==> config.mk <==
export PLATFORM = sky130hd
export DESIGN_NAME = rcc_rail_c_regs
export DESIGN_NICKNAME = d
export VERILOG_FILES = /design/src/logic/rcc_pkg.sv /design/src/logic/rcc_rail_c_regs.sv /design/src/logic/rcc_sample_ram.sv /design/src/logic/rcc_crc8.sv
export VERILOG_INCLUDE_DIRS = /design/src /design/src/logic
export SDC_FILE = /design/constraint.sdc
export NUM_CORES = 1
export LEC_CHECK = 0
export BUFFER_PORTS_ARGS = -buffer_cell sky130_fd_sc_hd__buf_2
export CAP_MARGIN = 25
export CORE_AREA = 2 2 344 346
export CTS_CLUSTER_DIAMETER = 150
export CTS_CLUSTER_SIZE = 24
export DETAILED_ROUTE_END_ITERATION = 10
export DIE_AREA = 0 0 346 348
export MAX_ROUTING_LAYER = met4
export SETUP_SLACK_MARGIN = 0.3
export SYNTH_ARGS = -nofsm -noshare
export SYNTH_HDL_FRONTEND = slang
export SYNTH_HIERARCHICAL = 1
export SYNTH_SLANG_ARGS = --single-unit
==> constraint.sdc <==
create_clock -name clk_sys_i -period 37.2 [get_ports clk_sys_i]
set_input_delay 1.86 -clock clk_sys_i [delete_from_list [all_inputs] [get_ports clk_sys_i]]
set_output_delay 1.86 -clock clk_sys_i [all_outputs]
set_load 0.02 [all_outputs]
==> src/logic/rcc_consts.svh <==
// offsets, field positions, reset values and timing counts of the rail C register bank
`ifndef RCC_CONSTS_SVH
`define RCC_CONSTS_SVH

// register offsets
`define RCC_ADDR_LIFT      8'h39
`define RCC_ADDR_QRW       8'h3a
`define RCC_ADDR_FEAT      8'h3b
`define RCC_ADDR_SPARE_A   8'h3c
`define RCC_ADDR_SPARE_B   8'h3d
`define RCC_ADDR_OFF_A     8'h3e
`define RCC_ADDR_OFF_B     8'h3f
`define RCC_ADDR_OFF_C     8'h40
`define RCC_ADDR_IDENT_LO  8'h41
`define RCC_ADDR_IDENT_HI  8'h42
`define RCC_ADDR_CSUM      8'h43

// reset values
`define RCC_RST_LIFT       8'h00
`define RCC_RST_QRW        8'h20
`define RCC_RST_FEAT       8'h00
`define RCC_RST_OFF        8'h00

// field positions
`define RCC_LIFT_RANGE_LSB 4
`define RCC_FEAT_FLAT_BIT  7
`define RCC_FEAT_SSOC_BIT  5
`define RCC_FEAT_GAIN_BIT  4
`define RCC_FEAT_FIX_MASK  8'h50

// quick-response widths in hundredths of on-time
`define RCC_QRW_PCT0       7'h28
`define RCC_QRW_PCT1       7'h37
`define RCC_QRW_PCT2       7'h4b
`define RCC_QRW_PCT3       7'h5c

// telemetry scaling
`define RCC_TLM_FULL       10'h3ff
`define RCC_TLM_DIV        1023
`define RCC_STAGE_ZERO_MV  600
`define RCC_STAGE_MV_DEG   8
`define RCC_PSYS_FS_LO_MV  1600
`define RCC_PSYS_FS_HI_MV  3200

// checksum polynomial x^8+x^2+x+1
`define RCC_CRC_POLY       8'h07

// timing
`define RCC_CLK_NS         100
`define RCC_TEMP_UPD_NS    700000
`define RCC_TEMP_AVG_NS    5600000
`define RCC_TEMP_UPD_CYC   (`RCC_TEMP_UPD_NS / `RCC_CLK_NS)
`define RCC_TEMP_AVG_DEPTH (`RCC_TEMP_AVG_NS / `RCC_TEMP_UPD_NS)
`define RCC_FLAT_DECAY_CYC 64

`endif

==> src/logic/rcc_pkg.sv <==
// types shared by the rail C register bank
package rcc_pkg;
   typedef enum logic [1:0] {CRC_IDLE, CRC_RUN, CRC_LATCH} rcc_crc_state_type;
   typedef enum logic [1:0] {TH_IDLE, TH_ACC, TH_UPD} rcc_therm_state_type;
endpackage

==> src/logic/rcc_rail_c_regs.sv <==
// rail c configuration registers, current/thermal/power telemetry and fixed-group checksum
// Behaviour
// - range field picks the lift current table
// - code zero disables lift; low range 0.125-1.25uA
// - width code gives 0.4/0.55/0.75/0.92 on-time
// - feature bit 7 enables flat load-line
// - feature bit 5 enables soft-start overcurrent
// - feature bit 4 picks gain 2/3 or 1
// - per-rail signed eight-bit current offset
// - reported current is adc minus offset
// - sixteen-bit configuration identifier, two bytes
// - crc-8 over fixed group at power-on/restore
// - over-temperature flag when thermistor voltage below threshold, or stage voltage above it
// - temperature updated each 700us, 5.6ms average
// - setting picks thermistor or power-stage input
// - stage mode: 0.6V at 0C, 8mV/C
// - system power is ten-bit code, eight scales
// - system power full scale 1.6V or 3.2V
// - power input tied high disables power monitor
// - flat load-line: target dips on step, recovers
// - current full scale comes from nonvolatile config
`timescale 1ns/1ps
`include "rcc_consts.svh"
module rcc_rail_c_regs #(
   parameter int          TEMP_UPD_CYC = `RCC_TEMP_UPD_CYC,
   parameter int          AVG_DEPTH    = `RCC_TEMP_AVG_DEPTH,
   parameter int          FIXED_BYTES  = 16,
   parameter int          DECAY_CYC    = `RCC_FLAT_DECAY_CYC,
   parameter logic [15:0] CONFIG_IDENT = 16'h5a3c  // arbitrary value
) (
   // clock, reset, enable
   input  wire logic                     clk_sys_i,
   input  wire logic                     srst_i,
   input  wire logic                     ce_i,
   // register port
   input  wire logic [7:0]               reg_addr_i,
   input  wire logic                     reg_wr_i,
   input  wire logic [7:0]               reg_wdata_i,
   input  wire logic                     reg_rd_i,
   output logic      [7:0]               reg_rdata_o,
   // nonvolatile settings
   input  wire logic                     nvm_restore_i,
   input  wire logic [8*FIXED_BYTES-1:0] nvm_fixed_group_i,
   input  wire logic [7:0]               nvm_iout_scale_i,
   input  wire logic                     nvm_thermal_sense_input_stage_i,
   input  wire logic                     nvm_psys_fs_hi_i,
   input  wire logic [2:0]               nvm_psys_scale_i,
   // current adc
   input  wire logic                     cur_adc_valid_i,
   input  wire logic [1:0]               cur_adc_rail_i,
   input  wire logic [9:0]               cur_adc_i,
   // thermal input
   input  wire logic [11:0]              thermal_sense_mv_i,
   input  wire logic [11:0]              hot_threshold_i,
   // system power input
   input  wire logic [11:0]              psys_mv_i,
   input  wire logic                     psys_pin_at_vcc_i,
   // load transient
   input  wire logic [9:0]               vid_target_i,
   input  wire logic                     load_step_valid_i,
   input  wire logic [9:0]               load_step_i,
   input  wire logic [7:0]               loadline_slope_i,
   // rail c controls
   output logic      [7:0]               rail_c_lift_sink_o,
   output logic      [6:0]               rail_c_qr_width_pct_o,
   output logic                          rail_c_flat_loadline_en_o,
   output logic                          rail_c_softstart_overcurrent_en_o,
   output logic                          rail_c_amp_gain_unity_o,
   output logic      [9:0]               rail_c_volt_target_o,
   // telemetry
   output logic      [9:0]               current_tlm_a_o,
   output logic      [9:0]               current_tlm_b_o,
   output logic      [9:0]               current_tlm_c_o,
   output logic      [7:0]               iout_scale_o,
   output logic      [11:0]              temp_tlm_o,
   output logic                          over_temperature_flag_o,
   output logic      [9:0]               psys_tlm_o,
   output logic      [2:0]               psys_scale_o,
   output logic                          psys_en_o
);
   localparam int TW = $clog2(TEMP_UPD_CYC + 1);
   localparam int AW = (AVG_DEPTH > 1) ? $clog2(AVG_DEPTH) : 1;
   localparam int SW = 12 + AW;
   localparam int IW = $clog2(FIXED_BYTES + 1);
   localparam int DW = $clog2(DECAY_CYC + 1);

   // lift current in 1/32 uA: base table scaled by range
   function automatic logic [7:0] lift_current(input logic [1:0] range, input logic [2:0] code);
      logic [7:0] base;
      base = 8'h00;
      case (code)
         3'h1: base = 8'h04;
         3'h2: base = 8'h08;
         3'h3: base = 8'h0c;
         3'h4: base = 8'h10;
         3'h5: base = 8'h14;
         3'h6: base = 8'h1c;
         3'h7: base = 8'h28;
         default: base = 8'h00;  // zero code disables lift
      endcase
      case (range)
         2'h0: return base;
         2'h1: return 8'(base << 1);
         2'h2: return 8'((base * 5) >> 1);
         default: return 8'(base * 5);
      endcase
   endfunction

   // adc minus signed offset, saturated
   function automatic logic [9:0] tlm_sub(input logic [9:0] adc, input logic [7:0] off);
      logic signed [11:0] d;
      d = $signed({2'b00, adc}) - $signed({{4{off[7]}}, off});
      if (d < 0) begin
         return 10'h000;
      end else if (d > $signed({2'b00, `RCC_TLM_FULL})) begin
         return `RCC_TLM_FULL;
      end else begin
         return d[9:0];
      end
   endfunction

   logic [7:0] lift_q;
   logic [7:0] qrw_q;
   logic [7:0] feat_q;
   logic [7:0] off_a_q;
   logic [7:0] off_b_q;
   logic [7:0] off_c_q;
   logic [7:0] csum_q;
   logic [7:0] rdata_d;

   // software writes to the writable registers
   always_ff @(posedge clk_sys_i) begin
      if (srst_i) begin
         lift_q  <= `RCC_RST_LIFT;
         qrw_q   <= `RCC_RST_QRW;
         feat_q  <= `RCC_RST_FEAT;
         off_a_q <= `RCC_RST_OFF;
         off_b_q <= `RCC_RST_OFF;
         off_c_q <= `RCC_RST_OFF;
      end else if (ce_i && reg_wr_i) begin
         case (reg_addr_i)
            `RCC_ADDR_LIFT:  lift_q  <= reg_wdata_i;
            `RCC_ADDR_QRW:   qrw_q   <= reg_wdata_i;  // upper bits stored as given
            `RCC_ADDR_FEAT:  feat_q  <= reg_wdata_i;
            `RCC_ADDR_OFF_A: off_a_q <= reg_wdata_i;
            `RCC_ADDR_OFF_B: off_b_q <= reg_wdata_i;
            `RCC_ADDR_OFF_C: off_c_q <= reg_wdata_i;
            default: ;
         endcase
      end
   end

   // read mux
   always_comb begin
      case (reg_addr_i)
         `RCC_ADDR_LIFT:     rdata_d = lift_q;
         `RCC_ADDR_QRW:      rdata_d = qrw_q;
         `RCC_ADDR_FEAT:     rdata_d = feat_q;
         `RCC_ADDR_OFF_A:    rdata_d = off_a_q;
         `RCC_ADDR_OFF_B:    rdata_d = off_b_q;
         `RCC_ADDR_OFF_C:    rdata_d = off_c_q;
         `RCC_ADDR_IDENT_LO: rdata_d = CONFIG_IDENT[7:0];
         `RCC_ADDR_IDENT_HI: rdata_d = CONFIG_IDENT[15:8];
         `RCC_ADDR_CSUM:     rdata_d = csum_q;
         default:            rdata_d = 8'h00;
      endcase
   end

   // registered read data
   always_ff @(posedge clk_sys_i) begin
      if (srst_i) begin
         reg_rdata_o <= 8'h00;
      end else if (ce_i && reg_rd_i) begin
         reg_rdata_o <= rdata_d;
      end
   end

   // rail c decoded controls
   always_ff @(posedge clk_sys_i) begin
      if (srst_i) begin
         rail_c_lift_sink_o                <= 8'h00;
         rail_c_qr_width_pct_o             <= `RCC_QRW_PCT0;
         rail_c_flat_loadline_en_o         <= 1'b0;
         rail_c_softstart_overcurrent_en_o <= 1'b0;
         rail_c_amp_gain_unity_o           <= 1'b0;
      end else if (ce_i) begin
         rail_c_lift_sink_o <= lift_current(lift_q[`RCC_LIFT_RANGE_LSB +: 2], lift_q[2:0]);
         case (qrw_q[1:0])
            2'h0:    rail_c_qr_width_pct_o <= `RCC_QRW_PCT0;
            2'h1:    rail_c_qr_width_pct_o <= `RCC_QRW_PCT1;
            2'h2:    rail_c_qr_width_pct_o <= `RCC_QRW_PCT2;
            default: rail_c_qr_width_pct_o <= `RCC_QRW_PCT3;
         endcase
         rail_c_flat_loadline_en_o         <= feat_q[`RCC_FEAT_FLAT_BIT];
         rail_c_softstart_overcurrent_en_o <= feat_q[`RCC_FEAT_SSOC_BIT];
         rail_c_amp_gain_unity_o           <= feat_q[`RCC_FEAT_GAIN_BIT];
      end
   end

   // current telemetry per rail
   always_ff @(posedge clk_sys_i) begin
      if (srst_i) begin
         current_tlm_a_o <= 10'h000;
         current_tlm_b_o <= 10'h000;
         current_tlm_c_o <= 10'h000;
      end else if (ce_i && cur_adc_valid_i) begin
         case (cur_adc_rail_i)
            2'h0:    current_tlm_a_o <= tlm_sub(cur_adc_i, off_a_q);
            2'h1:    current_tlm_b_o <= tlm_sub(cur_adc_i, off_b_q);
            2'h2:    current_tlm_c_o <= tlm_sub(cur_adc_i, off_c_q);
            default: ;
         endcase
      end
   end

   // fixed-group checksum sequencer
   rcc_pkg::rcc_crc_state_type crc_st_q;
   logic          por_pend_q;
   logic [IW-1:0] crc_idx_q;
   logic          crc_clear;
   logic          crc_valid;
   logic [7:0]    crc_byte;
   logic [7:0]    crc_val;

   assign crc_clear = (crc_st_q == rcc_pkg::CRC_IDLE) && (por_pend_q || nvm_restore_i);
   assign crc_valid = (crc_st_q == rcc_pkg::CRC_RUN);
   assign crc_byte  = (crc_idx_q < IW'(FIXED_BYTES)) ? nvm_fixed_group_i[8*crc_idx_q +: 8]
                                                   : (feat_q & `RCC_FEAT_FIX_MASK);

   // refresh only at power-on and nonvolatile restore, never on live writes
   always_ff @(posedge clk_sys_i) begin
      if (srst_i) begin
         crc_st_q     <= rcc_pkg::CRC_IDLE;
         por_pend_q   <= 1'b1;
         crc_idx_q    <= '0;
         csum_q       <= 8'h00;
         iout_scale_o <= 8'h00;
      end else if (ce_i) begin
         case (crc_st_q)
            rcc_pkg::CRC_IDLE: begin
               if (crc_clear) begin
                  por_pend_q   <= 1'b0;
                  crc_idx_q    <= '0;
                  iout_scale_o <= nvm_iout_scale_i;
                  crc_st_q     <= rcc_pkg::CRC_RUN;
               end
            end
            rcc_pkg::CRC_RUN: begin
               if (crc_idx_q == IW'(FIXED_BYTES)) begin
                  crc_st_q <= rcc_pkg::CRC_LATCH;
               end else begin
                  crc_idx_q <= crc_idx_q + 1'b1;
               end
            end
            rcc_pkg::CRC_LATCH: begin
               csum_q   <= crc_val;
               crc_st_q <= rcc_pkg::CRC_IDLE;
            end
            default: crc_st_q <= rcc_pkg::CRC_IDLE;
         endcase
      end
   end

   rcc_crc8 u_crc (
      .clk_sys_i (clk_sys_i),
      .srst_i    (srst_i),
      .ce_i      (ce_i),
      .clear_i   (crc_clear),
      .valid_i   (crc_valid),
      .byte_i    (crc_byte),
      .crc_o     (crc_val)
   );

   // thermal sampling and running average
   rcc_pkg::rcc_therm_state_type th_st_q;
   logic [TW-1:0] tcnt_q;
   logic          t_tick;
   logic [11:0]   samp_q;
   logic [AW-1:0] ptr_q;
   logic [AW:0]   fill_q;
   logic [SW-1:0] sum_q;
   logic [11:0]   old_samp;
   logic [11:0]   ram_rdata;
   logic [11:0]   avg_mv;
   logic [11:0]   stage_deg;

   assign t_tick    = (tcnt_q == TW'(TEMP_UPD_CYC - 1));
   assign old_samp  = (fill_q == (AW + 1)'(AVG_DEPTH)) ? ram_rdata : 12'h000;
   assign avg_mv    = 12'(sum_q / SW'(AVG_DEPTH));
   assign stage_deg = (avg_mv < 12'(`RCC_STAGE_ZERO_MV)) ? 12'h000
                    : 12'((avg_mv - 12'(`RCC_STAGE_ZERO_MV)) / 12'(`RCC_STAGE_MV_DEG));

   // update interval counter
   always_ff @(posedge clk_sys_i) begin
      if (srst_i) begin
         tcnt_q <= '0;
      end else if (ce_i) begin
         tcnt_q <= t_tick ? '0 : tcnt_q + 1'b1;
      end
   end

   // sample, accumulate, publish
   always_ff @(posedge clk_sys_i) begin
      if (srst_i) begin
         th_st_q                 <= rcc_pkg::TH_IDLE;
         samp_q                  <= 12'h000;
         ptr_q                   <= '0;
         fill_q                  <= '0;
         sum_q                   <= '0;
         temp_tlm_o              <= 12'h000;
         over_temperature_flag_o <= 1'b0;
      end else if (ce_i) begin
         case (th_st_q)
            rcc_pkg::TH_IDLE: begin
               if (t_tick) begin
                  samp_q  <= thermal_sense_mv_i;
                  th_st_q <= rcc_pkg::TH_ACC;
               end
            end
            rcc_pkg::TH_ACC: begin
               sum_q   <= sum_q + SW'(samp_q) - SW'(old_samp);
               ptr_q   <= (ptr_q == AW'(AVG_DEPTH - 1)) ? '0 : ptr_q + 1'b1;
               if (fill_q != (AW + 1)'(AVG_DEPTH)) begin
                  fill_q <= fill_q + 1'b1;
               end
               th_st_q <= rcc_pkg::TH_UPD;
            end
            rcc_pkg::TH_UPD: begin
               if (nvm_thermal_sense_input_stage_i) begin
                  temp_tlm_o              <= stage_deg;
                  over_temperature_flag_o <= (avg_mv > hot_threshold_i);
               end else begin
                  temp_tlm_o              <= avg_mv;
                  over_temperature_flag_o <= (avg_mv < hot_threshold_i);
               end
               th_st_q <= rcc_pkg::TH_IDLE;
            end
            default: th_st_q <= rcc_pkg::TH_IDLE;
         endcase
      end
   end

   rcc_sample_ram #(
      .W     (12),
      .DEPTH (AVG_DEPTH),
      .AW    (AW)
   ) u_ram (
      .clk_sys_i (clk_sys_i),
      .ce_i      (ce_i),
      .we_i      (th_st_q == rcc_pkg::TH_ACC),
      .waddr_i   (ptr_q),
      .wdata_i   (samp_q),
      .re_i      (t_tick && (th_st_q == rcc_pkg::TH_IDLE)),
      .raddr_i   (ptr_q),
      .rdata_o   (ram_rdata)
   );

   // system input power telemetry
   logic [21:0] psys_prod;
   logic [21:0] psys_code;

   assign psys_prod = 22'(psys_mv_i * 22'(`RCC_TLM_DIV));
   assign psys_code = nvm_psys_fs_hi_i ? psys_prod / 22'(`RCC_PSYS_FS_HI_MV)
                                       : psys_prod / 22'(`RCC_PSYS_FS_LO_MV);

   always_ff @(posedge clk_sys_i) begin
      if (srst_i) begin
         psys_tlm_o   <= 10'h000;
         psys_scale_o <= 3'h0;
         psys_en_o    <= 1'b0;
      end else if (ce_i) begin
         psys_en_o    <= !psys_pin_at_vcc_i;
         psys_scale_o <= nvm_psys_scale_i;
         if (psys_pin_at_vcc_i) begin
            psys_tlm_o <= 10'h000;
         end else if (psys_code > 22'(`RCC_TLM_FULL)) begin
            psys_tlm_o <= `RCC_TLM_FULL;
         end else begin
            psys_tlm_o <= psys_code[9:0];
         end
      end
   end

   // flat load-line transient dip and slow recovery
   logic [17:0]   step_prod;
   logic [9:0]    step_drop;
   logic [9:0]    drop_q;
   logic [DW-1:0] dcnt_q;

   assign step_prod = load_step_i * loadline_slope_i;
   assign step_drop = (step_prod[17:8] > drop_q) ? step_prod[17:8] : drop_q;

   always_ff @(posedge clk_sys_i) begin
      if (srst_i) begin
         drop_q               <= 10'h000;
         dcnt_q               <= '0;
         rail_c_volt_target_o <= 10'h000;
      end else if (ce_i) begin
         if (!feat_q[`RCC_FEAT_FLAT_BIT]) begin
            drop_q <= 10'h000;
            dcnt_q <= '0;
         end else if (load_step_valid_i) begin
            drop_q <= step_drop;
            dcnt_q <= '0;
         end else if (drop_q != 10'h000) begin
            if (dcnt_q == DW'(DECAY_CYC - 1)) begin
               dcnt_q <= '0;
               drop_q <= drop_q - 1'b1;
            end else begin
               dcnt_q <= dcnt_q + 1'b1;
            end
         end
         rail_c_volt_target_o <= (vid_target_i > drop_q) ? vid_target_i - drop_q : 10'h000;
      end
   end
endmodule // rcc_rail_c_regs

==> src/logic/rcc_sample_ram.sv <==
// small sample memory with registered read data
`timescale 1ns/1ps
module rcc_sample_ram #(
   parameter int W     = 12,
   parameter int DEPTH = 8,
   parameter int AW    = 3
) (
   // clock and enable
   input  wire logic          clk_sys_i,
   input  wire logic          ce_i,
   // write side
   input  wire logic          we_i,
   input  wire logic [AW-1:0] waddr_i,
   input  wire logic [W-1:0]  wdata_i,
   // read side
   input  wire logic          re_i,
   input  wire logic [AW-1:0] raddr_i,
   output logic      [W-1:0]  rdata_o
);
   logic [W-1:0] mem_q [DEPTH];

   // storage write
   always_ff @(posedge clk_sys_i) begin
      if (ce_i && we_i) begin
         mem_q[waddr_i] <= wdata_i;
      end
   end

   // registered read
   always_ff @(posedge clk_sys_i) begin
      if (ce_i && re_i) begin
         rdata_o <= mem_q[raddr_i];
      end
   end
endmodule // rcc_sample_ram

==> src/logic/rcc_crc8.sv <==
// byte-serial crc-8 engine
`timescale 1ns/1ps
`include "rcc_consts.svh"
module rcc_crc8 (
   // clock, reset, enable
   input  wire logic       clk_sys_i,
   input  wire logic       srst_i,
   input  wire logic       ce_i,
   // byte stream
   input  wire logic       clear_i,
   input  wire logic       valid_i,
   input  wire logic [7:0] byte_i,
   // running result
   output logic      [7:0] crc_o
);
   // one byte through the polynomial, msb first
   function automatic logic [7:0] crc_step(input logic [7:0] crc, input logic [7:0] data);
      logic [7:0] c;
      c = crc ^ data;
      for (int i = 0; i < 8; i++) begin
         c = c[7] ? ((c << 1) ^ `RCC_CRC_POLY) : (c << 1);
      end
      return c;
   endfunction

   // accumulate
   always_ff @(posedge clk_sys_i) begin
      if (srst_i) begin
         crc_o <= 8'h00;
      end else if (ce_i) begin
         if (clear_i) begin
            crc_o <= 8'h00;
         end else if (valid_i) begin
            crc_o <= crc_step(crc_o, byte_i);
         end
      end
   end
endmodule // rcc_crc8

; ---- After elaboration in Yosys (flattened, before gate mapping)
; Memories as Yosys holds them, arrays and structs flattened. A register that Yosys moved wholly into a read port is not among the register bits.
; Index checks and enable logic that the tools add are counted.
[totals]
out_inout_bits = 101
inputBits = 242
ramBits = 96
wordCells = 206
mem_count = 1
regBits = 239
[memory_table]
columns = memory, words, width, read_ports, rd_ports_with_merged_regs, wr, line
row1 = u_ram.mem_q, 8, 12, 1, 1, 1, rcc_sample_ram.sv:20  ; logic [W-1:0] mem_q [DEPTH];
[classes]
n_mul = 3
shift = 1
n_bitwise = 9
order_cmp = 13
eq_ne = 39
reduce_logical = 38
add_sub_neg = 13
div = 2
n_mux = 52
[ops]
columns = cell, count
row1 = $mux W10, 14
row2 = $shiftx A128 B9 Y8, 1
row3 = $pmux W8 S9, 1
row4 = $pmux W6 S7, 1
row5 = $eq A8 B6 Y1 const B, 5
row6 = $mux W8, 5
row7 = $gt A12 B11 Y1 const B, 3
row8 = $lt A12 B1 Y1 const B, 3
row9 = $sub A11 B8 Y12, 3
row10 = $eq A8 B7 Y1 const B, 4
row11 = $reduce_and A2 Y1, 15
row12 = $mux W7, 4
row13 = $mux W3, 9
row14 = $mux W12, 2
row15 = $not A3 Y3, 8
row16 = $pmux W8 S3, 1
row17 = $div A22 B11 Y22 const B, 1
row18 = $div A22 B12 Y22 const B, 1
row19 = $gt A22 B10 Y1 const B, 1
row20 = $mul A12 B10 Y22 const B, 1
row21 = $mux W22, 1
row22 = $pmux W7 S3, 1
row23 = $gt A10 B10 Y1, 2
row24 = $mul A10 B8 Y18, 1
row25 = other kinds (44), 82

; ---- Depth between registers and ports, before layout
; Gate-level depths: netlist of run 1.
[depth]
ltp_word = 21
ltp_mapped = 124
ltp_nobuf = 120

; ---- Hierarchy
; Netlist of run 1, hierarchy kept.
[modules_own_cells]
columns = mod, seq_area_each_um2, instances, area_each_um2, cells_per_inst
row1 = rcc_rail_c_regs, 4564.4, 1, 24279.5, 2913
row2 = rcc_sample_ram, 3243.1, 1, 4116.4, 165
row3 = rcc_crc8, 160.2, 1, 539.3, 60

; ---- Least setup slack after synthesis of run 1
; OpenSTA, ideal clock, no wires.
[synth_timing]
kind = input -> register
from = input psys_mv_i[6]
to = register psys_tlm_o[0]
setup_slack_ps = 9905
required_time_ps = 37070
stages = 117
setup_ps = 130
arrival_time_ps = 27166
path_buffers = 4
cell_sequence = inv_1 > fa_1 > inv_1 > fa_1 > inv_1 > fa_1 > inv_1 > fa_1 > inv_1 > fa_1 > inv_1 > ha_1 > o21a_1 > nor2_1 > a21oi_1 > a32o_1 > a21oi_2 > xor2_2 > [... 81 more ...] > nand2b_1 > nor3_1 > mux2i_2 > a311oi_4 > nand2_1 > a21oi_1 > ha_1 > o21ai_0 > nand2b_1 > or3_1 > o221a_2 > nand2_1 > xnor2_1 > ha_1 > nor4_1 > o2111ai_1 > a2111oi_2 > a21oi_1
[synth_via]
elab_chain_cells = 6
elab_cells_between_ends = 7
cone_classes = 1 x mul / 2 x div / 1 x order compare / 3 x mux
[synth_rtl]
columns = element, line
row1 = from (decl), rcc_rail_c_regs.sv:56  ; input wire logic [11:0] psys_mv_i,
row2 = $mul A12 B10 Y22 *, rcc_rail_c_regs.sv:362  ; assign psys_prod = 22'(psys_mv_i * 22'(`RCC_TLM_DIV));
row3 = $div A22 B11 Y22 / $div A22 B12 Y22 (equally long branches), "rcc_rail_c_regs.sv:364, rcc_rail_c_regs.sv:363"
row4 = $mux W22 *, rcc_rail_c_regs.sv:363  ; assign psys_code = nvm_psys_fs_hi_i ? psys_prod / 22'(`RCC_PSYS_FS_HI_MV)
row5 = $gt A22 B10 Y1, rcc_rail_c_regs.sv:376  ; end else if (psys_code > 22'(`RCC_TLM_FULL)) begin
row6 = $mux W10 *, rcc_rail_c_regs.sv:376
row7 = $mux W10 *, rcc_rail_c_regs.sv:374  ; if (psys_pin_at_vcc_i) begin
row8 = to (signal assigned), rcc_rail_c_regs.sv:377  ; psys_tlm_o <= `RCC_TLM_FULL;
row9 = to (signal assigned), rcc_rail_c_regs.sv:379  ; psys_tlm_o <= psys_code[9:0];
row10 = to (decl), rcc_rail_c_regs.sv:77  ; output logic [9:0] psys_tlm_o,
; Mark *: on every way between the ends. The rest lies on a longest branch, timed or not.
; A chain may end at the register's enable or synchronous reset.

; ---- Worst setup path after layout of run 1
[layout_timing]
from = input psys_mv_i[5]
to = register psys_tlm_o[0]
; The elaborated chain is that of the path after synthesis.

==> run summary, run 1 <==
first-pass GRT wire length - 135 mm
unrepaired setup endpoints after global routing - false
final instance area - 0.0329 mm²
DR vias/cell - 4.89
clock sinks - 344
routed wire length - 86.6 mm
critical path buffer and inverter count - 9
GRT Overall Usage - 14.2%
Fmax achieved - 32.7 MHz
Chip Width - 346 µm
max-cap violation count - 0
min cycle time layout - 30.55 ns
Max Buffers Root-to-Sink - 3
port bufs - 341
share of cells above drive strength 1 - 16.2%
final setup skew - 0.0323 ns
RR Endpoint - sum_q[13]
Yosys reg bits - 344
most common cell after layout, fill and taps aside - buf_2
area leader, netlist - dfxtp_1
antenna viol nets, final - 0
Setup Fix Bufs, Post-CTS - 0
slowest stage delay, CP - 0.60 ns
PostCTS Resize Cnt - 0
gpl congestion - 0.906
critical path's most frequent cell - ha_1
Post-synth EDFFs - 108
CTS tree - yes
# setup viols final - 0
Worst R2R Path Depth - 23
GR peak layer - met2
Final period util - 82.1%
die height - 348 µm
Synth area leaders - dfxtp_1, edfxtp_1, ha_1
GRT overflow - 0
antenna violations before repair - 9
via count - 24300
register area share after synthesis - 27.5%
DRC Markers - 0
crit path DAT - 30.97 ns
Syn Area/Cell - 9.22 µm²
Final Hold Fails - 0
largest net degree at the start of global routing - 88
cell family with the largest share of critical-path delay - compound AO/OA/AOI/OAI gates
total CTS buffers - 19
R2R setup slack - 32.43 ns
top cell type's share of synthesized area - 16.3%
Crit Path Class - input pin to register
GR Layer Usage met3 - 1.54%
Crit-path slowest cell - fa_1
commonest non-fill, non-tap cells in the layout - buf_2, inv_1, nor2_1, ha_1, dfxtp_1
Crit path depth - 114
Worst R2R Start - fill_q[0]
GR Layer Usage met1 - 18.9%
Starting Density - 24.7%
DP HPWL - 68.1 mm
Slew Viols, Final - 0
most common flop cell mapped by yosys - dfxtp_1
crit path to - psys_tlm_o[0]
Ys Warns - 6
placed cell area - 0.0323 mm²
hold_buf cts - 0
syn_nets - 3737
crit end category - register
row count - 126
Critical Path RT - 37.63 ns
setup TNS - 0 ns
Mapped Area - 0.0289 mm²
Yosys cell types - 123
final net count - 4014
CP startpoint kind - input pin
crit path from - psys_mv_i[5]
GRT met2 Usage - 23.5%
Least-Margin Pin Slew - 1.01 ns
max_slew headroom - 32.5%
Hold Path Class - register to register
Post-synth ARST share - 0%
Worst-path clk slew - 0.11 ns
area grow syn2layout - 13.6%
Root Driver - clkbuf_16
Mapped Cells - 3138
WL per Instance - 17.4 µm
die area - 0.120 mm²
initial DRC count - 1485
core box area - 0.117 mm²
I/O pins - 343
CTS H-tree lvls - 1
drt pass-1 iters - 5
Worst-Skew Late Latency - 0.55 ns
Max FO, Critical Path - 15
final core utilization - 28.1%
status - finished, final reports clean
vias in the first global route - 23700
tightest hold or removal path, delay by kind of cell (launching register included):
family / cells / cell delay (ns)
flops: 1 / 0.32
simple gates: 1 / 0.05
compound gates: 1 / 0.05
cell type report:
type                       count  area [µm²]
antenna                        8        20.0
clock buffer                  25         498
clock inverter                 4        53.8
fill                       12500       84100
inverter                     302        1130
multi-input combinational   2383       19400
sequential                   344        7970
tap                         1536        1920
timing repair buffer         365        1900
cells by family after synthesis:
family,synth area share [%]
XOR/XNOR,4.70
AO/OA/AOI/OAI,18.1
adder cells (fa/ha/maj),18.5
AND/OR/NAND/NOR,15.4
other,0.0130
multiplexers,10.1
buffers and inverters,5.58
flip-flops,27.5
state kept, by name, indices dropped and copies added, names as in the netlist, 12 cells and up:
register	flops
temp_tlm_o	12
u_ram/mem_q	96
sum_q	15
u_ram/rdata_o	12
tcnt_q	13
samp_q	12
per-layer routing:
| metal | routed length (µm) | part of all wire (%) |
|---|---|---|
| met1 | 40200 | 46 |
| met2 | 40800 | 47 |
| met3 | 3800 | 4.4 |
| met4 | 1890 | 2.2 |
| met5 | 0 | 0 |
synth_stat cells (all sizes together) (9+ instances only):
master     n
nand4     26
o211ai    31
dfxtp    236
mux2      26
mux4      65
or2       14
nand2b    36
buf       26
o21ai    122
xnor2     89
nand2    232
a21oi    223
a21o      75
or3       22
fa       119
o31ai     18
a211oi    34
a22oi     41
nor2     297
edfxtp   108
and3      18
o21a      30
inv      302
o2111ai    9
nand3     47
and2      61
nor2b     28
a31o      11
nor4      18
clkbuf    83
a31oi     31
mux2i    105
o21bai    17
ha       238
xor2      60
nor3      85
stage by stage:
step | cells | setup WS [ns] | hold slack (ns)
floorplan | 3138 | 9.90 | 0.432
global placement | 4928 | 6.34 | 0.438
detailed placement | 4928 | 5.73 | 0.442
CTS | 4957 | 6.20 | 0.456
global route | 4966 | 4.54 | 0.474
finish | 4967 | 6.65 | 0.453
worst min-delay path by stage:
stage | start | endpoint | cells past startpoint
final | current_tlm_a_o[5] | current_tlm_a_o[5] | 2
after global routing | current_tlm_b_o[7] | current_tlm_b_o[7] | 2
after CTS | current_tlm_a_o[5] | current_tlm_a_o[5] | 2
after detailed placement | current_tlm_a_o[5] | current_tlm_a_o[5] | 2
after global placement | current_tlm_a_o[6] | current_tlm_a_o[6] | 2
after floorplan | sum_q[2] | sum_q[2] | 2
Power of run 1 is not shown: default switching activity piles up to over one toggle a cycle in this logic, so the estimate is an artifact.
==> run 2, diff against run 1 <==
==> constraint.sdc (replaced) <==
create_clock -name clk_sys_i -period 25.7 [get_ports clk_sys_i]
set_input_delay 1.285 -clock clk_sys_i [delete_from_list [all_inputs] [get_ports clk_sys_i]]
set_output_delay 1.285 -clock clk_sys_i [all_outputs]
set_load 0.02 [all_outputs]
==> run summary, run 2 (synthesized netlist as in run 1, its figures left out) <==
Max FO, Critical Path - 8
die area - 0.120 mm²
area grow syn2layout - 17.8%
vias in the first global route - 24000
port bufs - 341
Root Driver - clkbuf_16
crit end category - register
DRC Markers - 0
# setup viols final - 0
Starting Density - 24.7%
I/O pins - 343
Hold Path Class - register to register
CTS tree - yes
via count - 24700
Final period util - 95.0%
commonest non-fill, non-tap cells in the layout - buf_2, inv_1, nor2_1, dfxtp_1, nand2_1
Chip Width - 346 µm
largest net degree at the start of global routing - 85
max_slew headroom - 26.2%
Hold Path Sink - temp_tlm_o[11]
Least-Margin Pin Slew - 1.10 ns
WL per Instance - 17.3 µm
Max Buffers Root-to-Sink - 3
antenna violations before repair - 4
most common cell after layout, fill and taps aside - buf_2
drt pass-1 iters - 8
Largest Register - u_ram/mem_q
share of cells above drive strength 1 - 20.3%
final setup skew - 0.0247 ns
worst min-delay path startpoint - temp_tlm_o[11]
first-pass GRT wire length - 136 mm
initial DRC count - 1533
die height - 348 µm
clock sinks - 344
row count - 126
Worst-path clk slew - 0.11 ns
placed cell count - 4974
critical path's most frequent cell - o21a_1
Fill cells - 12400
min cycle time layout - 24.41 ns
core box area - 0.117 mm²
Slew Viols, Final - 0
setup TNS - 0 ns
Worst-Skew Late Latency - 0.54 ns
unrepaired setup endpoints after global routing - false
GRT overflow - 0
RR Endpoint - sum_q[13]
final net count - 4110
slowest stage delay, CP - 0.61 ns
CP startpoint kind - input pin
DR vias/cell - 4.87
CTS H-tree lvls - 1
antenna viol nets, final - 0
status - finished, final reports clean
R2R setup slack - 20.92 ns
Worst R2R Path Depth - 23
Fmax achieved - 41.0 MHz
GRT Overall Usage - 14.3%
biggest regs - u_ram/mem_q x96, sum_q x15, tcnt_q x13
routed wire length - 87.5 mm
crit path DAT - 24.84 ns
Crit-path slowest cell - fa_1
total CTS buffers - 19
gpl congestion - 0.890
max-cap violation count - 0
final core utilization - 29.1%
Final Hold Fails - 0
Critical Path RT - 26.13 ns
Crit Path Class - input pin to register
Largest register FFs - 96
DP HPWL - 68.3 mm
Hold Path Depth - 2
Layout Cells excl Fill - 5061
Worst R2R Start - fill_q[0]
-- run 2: changes by cell type in the layout (fill, tap and decap cells not counted), moves of 5 or more --
cell	change
a21oi_1	-10
buf_4	+92
nor3_1	-7
ha_2	+6
o21ai_0	-6
nor2_1	-6
ha_4	+5
a21oi_2	+7
ha_1	-11
-- run 2: how the worst max path moves through the flow --
| stage | from | end | slack, ns |
|---|---|---|---|
| global route | psys_mv_i[5] | psys_tlm_o[0] | 0.11 |
| global placement | psys_mv_i[6] | psys_tlm_o[0] | -0.07 |
| CTS | psys_mv_i[6] | psys_tlm_o[0] | 0.33 |
| floorplan | psys_mv_i[6] | psys_tlm_o[0] | 0.36 |
| finish | psys_mv_i[5] | psys_tlm_o[0] | 1.29 |
| detailed placement | psys_mv_i[6] | psys_tlm_o[0] | -0.46 |
-- run 2: layout make-up --
cell class	instances	area, µm²	share of cell area, %
inverter	302	1130	3.33
multi-input combinational	2383	19800	58.2
tap	1536	1920	5.64
clock buffer	26	523	1.53
sequential	344	7970	23.4
antenna	6	15.0	0.0440
clock inverter	3	55.1	0.161
timing repair buffer	461	2650	7.77
-- run 2: timing repair --
| action | 4_1_cts | 5_1_grt |
|---|---|---|
| resized for setup | 3 | 64 |
| pin swaps | 0 | 53 |
| hold buffers | 0 | 0 |
| buffers inserted | 0 | 50 |
| setup endpoints to repair | 1 | 2 |
-- run 2: critical path: cells and delay by family --
family	cells	cell delay (ns)
AOI/OAI and AO/OA	45	9.06
xor gates and xnor gates	5	0.87
and+or+nand+nor	28	4.40
adders and majority gates	18	6.19
muxes	7	1.80
buffers and inverters	13	1.21
-- run 2: stage by stage --
stage,setup WS (ns),hold WS [ns],area (µm²)
3_5_place_dp,-0.463,0.443,32800
6_report,1.29,0.452,34100
5_1_grt,0.111,0.473,34100
3_3_place_gp,-0.0694,0.439,32800
4_1_cts,0.327,0.458,33400
2_1_floorplan,0.360,0.432,29100
-- run 2: metal layers --
metal | vias up | global-route usage [%] | wire length, µm
met3 | 105 | 1.61 | 3770
met2 | 551 | 23.4 | 41100
li1 | 12000 | - | -
met5 | - | - | 0
met4 | 0 | 2.73 | 1680
met1 | 12000 | 19.2 | 40900
Power of run 2 is left out for the same reason.
